==> src/core/hwmcr_cfg.svh <==
// Offsets, field positions, reset values and timing counts of the monitor.
`ifndef HWMCR_CFG_SVH
`define HWMCR_CFG_SVH

// Register indices; the Wishbone byte address is four times the index.
`define HWM_IDX_RUN 8'h01
`define HWM_IDX_MODE 8'h02
`define HWM_IDX_CASE 8'h03
`define HWM_IDX_CPU 8'h0a
`define HWM_IDX_EN 8'h30
`define HWM_IDX_BHI 8'h60
`define HWM_IDX_BLO 8'h61
`define HWM_IDX_ISEL 8'h70
`define HWM_IDX_ISTS 8'h80
`define HWM_IDX_ICLR 8'h81
`define HWM_IDX_IEN 8'h82

// Field positions.
`define HWM_RUN_PD 2
`define HWM_RUN_FAN 1
`define HWM_RUN_VT 0
`define HWM_MODE_TONE 6
`define HWM_MODE_HEAT 4
`define HWM_MODE_PME 2
`define HWM_MODE_ALERT 0
`define HWM_CPU_IIR 5
`define HWM_CPU_VTT 2
`define HWM_CPU_METH 0

// Reset values.
`define HWM_RST_RUN 3'h0
`define HWM_RST_MODE 8'h00
`define HWM_RST_CPU 6'h00
`define HWM_RST_EN 1'b1
`define HWM_RST_BHI 8'h02
`define HWM_RST_BLO 8'h95
`define HWM_RST_ISEL 4'h0

// Timing: clock rate, blink half period and tone half periods.
`define HWM_CLK_KHZ 20000
`define HWM_BLINK_HALF_MS 500
`define HWM_TONE800_HALF_US 625
`define HWM_TONE400_HALF_US 1250
`define HWM_BLINK_HALF_CYC (`HWM_BLINK_HALF_MS * `HWM_CLK_KHZ)
`define HWM_T800_CYC (`HWM_TONE800_HALF_US * `HWM_CLK_KHZ / 1000)
`define HWM_T400_CYC (`HWM_TONE400_HALF_US * `HWM_CLK_KHZ / 1000)

`endif

==> src/core/hwmcr_pkg.sv <==
// Types shared by the hardware monitor configuration register bank.
package hwmcr_pkg;

    // Output mode of the overheat and alert pins.
    typedef enum logic [1:0] {
        HWMCR_LOW = 2'b00,
        HWMCR_HIGH = 2'b01,
        HWMCR_LED = 2'b10,
        HWMCR_BEEP = 2'b11
    } hwmcr_mode_t;

    // Configuration levels handed to the monitor core.
    typedef struct packed {
        logic monitor_unit_enable;
        logic power_down;
        logic fan_run;
        logic vt_run;
        logic [15:0] io_base;
        logic [3:0] monitor_irq_select;
        logic cpu_reading_smoothing_enable;
        logic [1:0] vtt_select;
        logic [1:0] cpu_temp_method_select;
    } hwmcr_ctrl_t;

    // Whole state of the register bank.
    typedef struct packed {
        logic ack;
        logic [31:0] rdat;
        logic [2:0] sy1;
        logic [2:0] sy2;
        logic [2:0] prev;
        logic [2:0] run;
        logic [7:0] mode;
        logic flag;
        logic [5:0] cpu;
        logic en;
        logic [7:0] bhi;
        logic [7:0] blo;
        logic [3:0] isel;
        logic [2:0] ists;
        logic [2:0] ien;
        logic [23:0] bcnt;
        logic blink;
        logic [14:0] tcnt;
        logic tone;
        logic heat;
        logic alrt;
        logic beep;
        logic pme;
        logic irq;
    } hwmcr_state_t;

endpackage : hwmcr_pkg

==> src/core/hwmcr_regs.sv <==
// Hardware monitor configuration and control registers on classic Wishbone.
//
// Design decision made here: register access over Wishbone.
`timescale 1ns/1ps
`include "hwmcr_cfg.svh"

module hwmcr_regs
    import hwmcr_pkg::*;
#(
    parameter int unsigned BLINK_HALF_CYC = `HWM_BLINK_HALF_CYC,
    parameter int unsigned T800_CYC = `HWM_T800_CYC,
    parameter int unsigned T400_CYC = `HWM_T400_CYC
) (
    // Clock and reset.
    input wire logic clk_i,
    input wire logic rst_i,
    // Wishbone slave.
    input wire logic wb_cyc_i,
    input wire logic wb_stb_i,
    input wire logic wb_we_i,
    input wire logic [9:0] wb_adr_i,
    input wire logic [3:0] wb_sel_i,
    input wire logic [31:0] wb_dat_i,
    output logic [31:0] wb_dat_o,
    output logic wb_ack_o,
    // Event pins from outside the clock domain.
    input wire logic intrusion_i,
    input wire logic overheat_event_i,
    input wire logic alert_event_i,
    // Pins and configuration levels.
    output logic overheat_output_o,
    output logic alert_output_o,
    output logic beep_o,
    output logic pme_o,
    output logic irq_o,
    output hwmcr_ctrl_t ctrl_o
);

    hwmcr_state_t s;
    hwmcr_state_t next_s;
    logic req;
    logic wr;
    logic [7:0] idx;
    logic [7:0] wd;
    logic [2:0] ev;
    logic [7:0] rd;

    // Pin drive for one of the four output modes.
    function automatic logic pin_drive(input logic [1:0] m,
                                       input logic act,
                                       input logic blk,
                                       input logic tn);
        logic r;
        r = act;
        case (hwmcr_mode_t'(m))
            HWMCR_LOW: r = ~act;
            HWMCR_HIGH: r = act;
            HWMCR_LED: r = act & blk;
            HWMCR_BEEP: r = act & tn;
            default: r = act;
        endcase
        return r;
    endfunction : pin_drive

    // Request decode; index is the word address.
    assign req = wb_cyc_i & wb_stb_i & ~s.ack;
    assign wr = req & wb_we_i & wb_sel_i[0];
    assign idx = wb_adr_i[9:2];
    assign wd = wb_dat_i[7:0];
    // Events are rising edges of the synchronised pins.
    assign ev = s.sy2 & ~s.prev;

    // Read multiplexer; unmapped indices read as zero.
    always_comb begin
        rd = 8'h00;
        case (idx)
            `HWM_IDX_RUN: rd = {5'h00, s.run};
            `HWM_IDX_MODE: rd = s.mode;
            `HWM_IDX_CASE: rd = {7'h00, s.flag};
            `HWM_IDX_CPU: rd = {2'h0, s.cpu};
            `HWM_IDX_EN: rd = {7'h00, s.en};
            `HWM_IDX_BHI: rd = s.bhi;
            `HWM_IDX_BLO: rd = s.blo;
            `HWM_IDX_ISEL: rd = {4'h0, s.isel};
            `HWM_IDX_ISTS: rd = {5'h00, s.ists};
            `HWM_IDX_IEN: rd = {5'h00, s.ien};
            default: rd = 8'h00;
        endcase
    end

    // Next state of the whole bank.
    always_comb begin
        next_s = s;
        // Bus answers one cycle after the request is taken.
        next_s.ack = req;
        if (req) begin
            next_s.rdat = {24'h000000, rd};
        end
        // Two flip-flops before any logic reads the pins.
        next_s.sy1 = {alert_event_i, overheat_event_i, intrusion_i};
        next_s.sy2 = s.sy1;
        next_s.prev = s.sy2;
        // Register writes; only byte lane 0 carries data.
        if (wr) begin
            case (idx)
                `HWM_IDX_RUN: next_s.run = wd[2:0];
                `HWM_IDX_MODE: next_s.mode = wd;
                `HWM_IDX_CPU: next_s.cpu = wd[5:0];
                `HWM_IDX_EN: next_s.en = wd[0];
                `HWM_IDX_BHI: next_s.bhi = wd;
                `HWM_IDX_BLO: next_s.blo = wd;
                `HWM_IDX_ISEL: next_s.isel = wd[3:0];
                `HWM_IDX_IEN: next_s.ien = wd[2:0];
                default: next_s.run = next_s.run;
            endcase
        end
        if (wr && idx == `HWM_IDX_CASE && wd[0]) begin
            next_s.flag = 1'b0;
        end
        if (s.sy2[0]) begin
            next_s.flag = 1'b1;
        end
        // Sticky interrupt status; an event in the clear cycle survives.
        if (wr && idx == `HWM_IDX_ICLR) begin
            next_s.ists = s.ists & ~wd[2:0];
        end
        next_s.ists = next_s.ists | ev;
        next_s.irq = |(next_s.ists & next_s.ien);
        if (s.bcnt == 24'(BLINK_HALF_CYC - 1)) begin
            next_s.bcnt = 24'h000000;
            next_s.blink = ~s.blink;
        end else begin
            next_s.bcnt = s.bcnt + 24'h000001;
        end
        // tone alternates 800/400 each blink half.
        if (s.tcnt == 15'(T400_CYC - 1) ||
            (!s.blink && s.tcnt >= 15'(T800_CYC - 1))) begin
            next_s.tcnt = 15'h0000;
            next_s.tone = ~s.tone;
        end else begin
            next_s.tcnt = s.tcnt + 15'h0001;
        end
        next_s.heat = pin_drive(s.mode[`HWM_MODE_HEAT +: 2], s.sy2[1],
                               s.blink, s.tone);
        next_s.alrt = pin_drive(s.mode[`HWM_MODE_ALERT +: 2], s.sy2[2],
                                s.blink, s.tone);
        next_s.beep = s.flag & s.mode[`HWM_MODE_TONE] & s.tone;
        next_s.pme = s.flag & s.mode[`HWM_MODE_PME];
    end

    // State register; synchronous reset to documented defaults.
    always_ff @(posedge clk_i) begin
        if (rst_i) begin
            s <= '0;
            s.run <= `HWM_RST_RUN;
            s.mode <= `HWM_RST_MODE;
            s.cpu <= `HWM_RST_CPU;
            s.en <= `HWM_RST_EN;
            s.bhi <= `HWM_RST_BHI;
            s.blo <= `HWM_RST_BLO;
            s.isel <= `HWM_RST_ISEL;
            // Idle low pin mode is active low, so the pin idles high.
            s.heat <= 1'b1;
            s.alrt <= 1'b1;
        end else begin
            s <= next_s;
        end
    end

    // Bus and pin outputs come straight from flip-flops.
    assign wb_ack_o = s.ack;
    assign wb_dat_o = s.rdat;
    assign overheat_output_o = s.heat;
    assign alert_output_o = s.alrt;
    assign beep_o = s.beep;
    assign pme_o = s.pme;
    assign irq_o = s.irq;

    // Configuration levels; power down and disable override the starts.
    always_comb begin
        ctrl_o.monitor_unit_enable = s.en;
        ctrl_o.power_down = s.run[`HWM_RUN_PD] | ~s.en;
        ctrl_o.fan_run = s.en & ~s.run[`HWM_RUN_PD] &
                         s.run[`HWM_RUN_FAN];
        ctrl_o.vt_run = s.en & ~s.run[`HWM_RUN_PD] &
                        s.run[`HWM_RUN_VT];
        ctrl_o.io_base = {s.bhi, s.blo};
        ctrl_o.monitor_irq_select = s.isel;
        ctrl_o.cpu_reading_smoothing_enable = s.cpu[`HWM_CPU_IIR];
        ctrl_o.vtt_select = s.cpu[`HWM_CPU_VTT +: 2];
        ctrl_o.cpu_temp_method_select = s.cpu[`HWM_CPU_METH +: 2];
    end
endmodule : hwmcr_regs

==> config.mk <==
export PLATFORM = sky130hd
export DESIGN_NAME = hwmcr_regs
export DESIGN_NICKNAME = d
export VERILOG_FILES = /design/src/core/hwmcr_pkg.sv /design/src/core/hwmcr_regs.sv
export VERILOG_INCLUDE_DIRS = /design/src /design/src/core
export SDC_FILE = /design/constraint.sdc
export NUM_CORES = 1
export LEC_CHECK = 0
export BUFFER_PORTS_ARGS = -buffer_cell sky130_fd_sc_hd__buf_2
export CAP_MARGIN = 20
export CORE_MARGIN = 1.5
export CORE_UTILIZATION = 54
export CTS_CLUSTER_SIZE = 25
export DETAILED_ROUTE_END_ITERATION = 16
export PLACE_DENSITY = 0.78
export SLEW_MARGIN = 30
export SYNTH_ARGS = -nofsm -noshare
export SYNTH_HDL_FRONTEND = slang
export SYNTH_SLANG_ARGS = --single-unit
==> constraint.sdc <==
create_clock -name clk_i -period 2.5 [get_ports clk_i]
set_input_delay 0.25 -clock clk_i [delete_from_list [all_inputs] [get_ports clk_i]]
set_output_delay 0.25 -clock clk_i [all_outputs]
set_load 0.02 [all_outputs]
==> results of run 1 <==
layout make-up:
| class | instances | area, um^2 |
|---|---|---|
| clock buffer | 9 | 124 |
| clock inverter | 7 | 70.1 |
| fill | 880 | 4090 |
| inverter | 11 | 41.3 |
| multi-input combinational | 409 | 2610 |
| sequential | 109 | 2180 |
| tap | 133 | 166 |
| timing repair buffer | 76 | 403 |
flip-flops by register name, summed over array words and instances, names as in the netlist:
name and flops:
s 63, ctrl_o 26, wb_dat_o 8, next_s 6
alert_output_o 1, beep_o 1, irq_o 1, overheat_output_o 1
pme_o 1, wb_ack_o 1
per-layer routing:
| metal | wire length [um] | track usage | up-vias |
|---|---|---|---|
| li1 | - | - | 2010 |
| met3 | 542 | 0.0465 | 15 |
| met5 | 0 | 0 | - |
| met2 | 5530 | 0.377 | 133 |
| met4 | 173 | 0.0706 | 0 |
| met1 | 4900 | 0.260 | 1938 |
through the flow:
stage               cell area (um^2)  setup WS, ns  power [mW]
floorplan                       5410         0.509        1.97
global placement                5390         0.349        1.99
detailed placement              5390         0.264        2.00
CTS                             5590         0.263        3.02
global route                    5600         0.107        3.11
finish                          5600         0.218        3.00
critical path, cell delays in order, from the launching register on:
cell,delay [ns]
dfxtp_1,0.34
ha_1,0.29
and4_1,0.24
a2111oi_0,0.52
o31a_1,0.28
o31a_1,0.20
mux2_4,0.30
worst paths after layout:
path,from,to,slack [ns],cells past startpoint
worst min-delay path,alert_event_i,next_s[96],0.09,2
worst min register to register,next_s[94],next_s[91],0.45,1
worst max register to register,s[6],s[5],0.22,6
worst max-delay path,s[6],s[5],0.22,6
cells in the mapped netlist (all sizes together) (3+ instances only):
library cell and number:
dfxtp 109, nor2 96, buf 74, mux2i 48, nand2 35, nand3 25
xnor2 24, clkbuf 16, xor2 13, and3 12, nor2b 12, a21oi 11
inv 11, nor4 11, nor3 9, nand4 8, a22o 6, and2 6
a221oi 5, and4 5, nand2b 5, nor4b 5, a31oi 4, o311ai 4
a32oi 3, nor4bb 3, o21ai 3, o31a 3, o41ai 3, or4 3
or4b 3
power by group:
group | switching (mW) | leakage [nW] | internal, mW
registers | 0.0129 | 0.882 | 1.75
logic | 0.140 | 1.15 | 0.0554
clock network | 0.642 | 0.100 | 0.391
total | 0.795 | 2.13 | 2.20
cells by family (layout without fill, tap and decap cells):
kind of cell,Yosys count,in the layout,synth area share
AO/OA/AOI/OAI,51,51,0.0722
flip-flops,109,109,0.410
adder cells (fa/ha/maj),2,2,0.00470
multiplexers,50,50,0.0952
buffers and inverters,101,103,0.117
AND/OR/NAND/NOR,245,245,0.239
XOR/XNOR,37,37,0.0609
other,1,24,0.000705
==> run_results.csv, run 1 <==
group,metric,value,unit
synth,synth_flop_cell,"dfxtp_1",
outcome,outcome,"finished clean",
detailed_routing,drtIter0Drc,175,
detailed_routing,ant_nets,0,
floorplanning,io-pin-count,121,
detailed_routing,drc,0,
detailed_routing,avgRoutedWirePerCell,14.8,um
pwr,powerDensity,535,nW/um^2
timing,skew,0.0132,ns
layout,area_growth,5.22,%
timing,worstMarginPinSlew,0.620,ns
cts,cts_setup_buffers,0,
timing,fin_crit_sh,0.913,
layout,final_cell_mix,"dfxtp_1, nor2_1, buf_2",
timing,fmax,0.438,GHz
placement,hpwl,8.13,mm
timing,relSlewSlack,0.585,
detailed_routing,vias,4096,
critical_path,crit_required,2.76,ns
critical_path,cp-end-kind,"flip-flop",
timing,hold_violations,0,
detailed_routing,wl,11.1,mm
layout,antenna_cells,0,
floorplanning,die_w,102,um
synth,ys_seq_area_frac,0.410,
timing,finalSetupViolCount,0,
synth,syn_inst,596,
cts,htreeDepth,3,
detailed_routing,via_per_inst,5.43,
timing,setup_tns,0,ns
critical_path,crit_fanout,7,
cts,clkLatencyLatePin,0.37,ns
worst_hold_path,hp-class,"in2reg",
synth,synth_area,5320,um^2
global_route,track_usage,0.214,
synth,synth_cell_types,57,
cts,cts_hold_buf,0,
placement,gp_congestion,0.887,
placement,portBuffers,67,
floorplanning,initial_core_util,0.549,
layout,nNetsFinal,672,
job,maxCapViolCount,0,
placement,placedCellCount,738,
synth,ys_warn_count,0,
critical_path,worstPathArrival,2.54,ns
critical_path,start_kind,"flip-flop",
cts,clock-root-buffer,"clkbuf_8",
cts,clockBufferDepth,2,
cts,cts_buffers,9,
synth,synth_seq_cells,109,
cts,clk_pin_slew,0.11,ns
synth,synthArstFlopShare,0,
layout,postLayoutCoreUtil,0.578,
synth,synth_edf_count,0,
synth,yosys.area.top_type_share,0.410,
pwr,leakage,2.13,nW
global_route,grt_max_degree,30,
timing,fin_crit,2.28,ns
global_route,antenna_found_initial,0,
layout,layout_commonest_cell,"dfxtp_1",
detailed_routing,drt_first_pass_iters,5,
floorplanning,core,9680,um^2
critical_path,crit_type,"reg2reg",
cts,post_cts_resized,0,
timing,rsz0062_at_grt,"no",
global_route,grt_pass1_vias,3756,
timing,slew_viol_final,0,
pwr,peakVddDrop,0.000301,V
synth,synth.avg_cell_area,8.93,um^2
global_route,grt_pass1_wl,17.8,mm
layout,finalNonFillerCells,754,
floorplanning,floorplan.rows,36,
cts,cts.sinks,109,
global_route,grt-ovfl-total,0,
synth,synth_area_leaders,"dfxtp_1, mux2i_1, buf_4",
floorplanning,die_area,10500,um^2
timing,hold_slack,0.0881,ns
layout,drive_gt1_frac,0.166,
synth,synth_top_area_cell,"dfxtp_1",
cts,cts_tree,"yes",
floorplanning,die_h,102,um
Power figures use the tool's default switching activity.
==> run 2, diff against run 1 <==
Settings changed: CORE_UTILIZATION 54 to 49, PLACE_DENSITY 0.78 to 0.74.
Clock period 2.5 ns to 1.99 ns, I/O delays scaled along.
==> run 2 against run 1 <==
- fmax grew 17%
- die area is 9.9% higher
- global-route usage down 0.63 points
- cell area is 6.4% higher
- critical path type unchanged
- critical endpoint unchanged
- largest power group unchanged
==> run_results.csv, run 2 (synthesized netlist as in run 1, its figures left out) <==
group,metric,value,unit
outcome,outcome,"finished clean",
placement,portBuffers,67,
layout,fillers,950,
detailed_routing,drc,0,
floorplanning,io-pin-count,121,
critical_path,worstPathArrival,2.22,ns
worst_hold_path,holdCritStartpoint,"intrusion_i",
timing,relSlewSlack,0.616,
placement,gp_congestion,0.911,
floorplanning,die_w,107,um
timing,skew,0.0140,ns
floorplanning,initial_core_util,0.511,
timing,fin_crit,1.95,ns
pwr,peakVddDrop,0.000393,V
detailed_routing,drtIter0Drc,175,
detailed_routing,drt_first_pass_iters,4,
layout,area_growth,12.0,%
detailed_routing,avgRoutedWirePerCell,15.0,um
critical_path,crit_top_cell,"o31a_1",
critical_path,crit_required,2.25,ns
floorplanning,die_area,11500,um^2
cts,cts_tree,"yes",
cts,clock-root-buffer,"clkbuf_8",
global_route,grt_pass1_vias,4028,
floorplanning,die_h,107,um
layout,design_area,5960,um^2
timing,fin_crit_sh,0.982,
detailed_routing,ant_nets,0,
cts,cts.sinks,109,
global_route,grt_pass1_wl,19.0,mm
detailed_routing,via_per_inst,5.35,
cts,htreeDepth,3,
layout,nNetsFinal,711,
timing,rsz0062_at_grt,"no",
critical_path,reg2reg_from,"s[12]",
critical_path,crit_chain,"or4b_1 > or4_1 > o31a_1 > o31a_1 > mux2_4",
layout,final_cell_mix,"dfxtp_1, nor2_1, buf_2",
layout,antenna_cells,0,
job,maxCapViolCount,0,
global_route,grt-ovfl-total,0,
critical_path,path_buf_inv,0,
pwr,leakage,2.35,nW
layout,drive_gt1_frac,0.226,
timing,worstMarginPinSlew,0.571,ns
critical_path,startpoint,"s[12]",
timing,finalSetupViolCount,0,
worst_hold_path,hp-class,"in2reg",
floorplanning,floorplan.rows,37,
timing,fmax,0.512,GHz
floorplanning,core,10400,um^2
critical_path,crit_type,"reg2reg",
placement,hpwl,8.95,mm
global_route,antenna_found_initial,0,
timing,hold_violations,0,
layout,layout_commonest_cell,"dfxtp_1",
critical_path,crit_slowest_cell,"or4b_1",
timing,slew_viol_final,0,
cts,cts_buffers,9,
global_route,track_usage,0.208,
detailed_routing,wl,11.9,mm
cts,clockBufferDepth,2,
cts,clk_pin_slew,0.10,ns
global_route,grt_max_degree,33,
placement,place_area,5710,um^2
layout,largest_register_ffs,63,
critical_path,cp-end-kind,"flip-flop",
detailed_routing,vias,4258,
critical_path,crit_fanout,2,
timing,hold_slack,0.0435,ns
critical_path,slowest_delay,0.52,ns
cts,clkLatencyLatePin,0.37,ns
critical_path,start_kind,"flip-flop",
critical_path,cp_top_family,"simple AND/OR/NAND/NOR gates",
pwr,total_power,3.78,mW
critical_path,rrSetupSlack,0.04,ns
layout,max_flop_register,"s",
pwr,powerDensity,635,nW/um^2
-- run 2: cell count changes in the layout (fill, tap and decap cells not counted), moves of 3 or more --
cell,delta
buf_4,+35
buf_12,+3
dfxtp_1,-3
dfxtp_2,+3
-- run 2: per-layer routing --
metal	share of wire	global-route usage
met2	0.50	0.373
met4	0.015	0.0581
met3	0.050	0.0383
met5	0	0
met1	0.44	0.253
-- run 2: power by group --
group	total (mW)	switching [mW]	internal (mW)
clock network	1.29	0.800	0.487
registers	2.22	0.0165	2.21
logic	0.273	0.183	0.0899
-- run 2: path summary, 6_finish.rpt --
kind | endpoint | cells past startpoint
worst max-delay path | s[5] | 5
worst min-delay path | next_s[94] | 2
worst max register to register | s[5] | 5
worst min register to register | s[6] | 1
-- run 2: area by class of cell --
type                            instances  area [um^2]  share of cell area
Clock buffer                            9          124              0.0208
Timing Repair Buffer                  115          737               0.124
Clock inverter                          7         67.6              0.0113
Sequential cell                       109         2190               0.367
Multi-Input combinational cell        409         2630               0.442
Tap cell                              136          170              0.0286
Inverter                               11         41.3             0.00693
-- run 2: timing repair --
item	4_1_cts	5_1_grt
gates resized for setup	1	8
endpoints found under the setup margin	15	19
endpoints found under the hold margin	0	0
hold buffers	0	0
buffers inserted	0	1
pin swaps	2	3
-- run 2: metrics by stage --
step	utilization	setup WS (ns)	TNS, ns	cells
finish	0.572	0.0353	0	796
global route	0.572	0.00324	0	796
CTS	0.567	0.0163	0	795
detailed placement	0.548	-0.223	-2.73	779
global placement	0.548	-0.120	-1.61	779
floorplan	-	0.0140	0	619
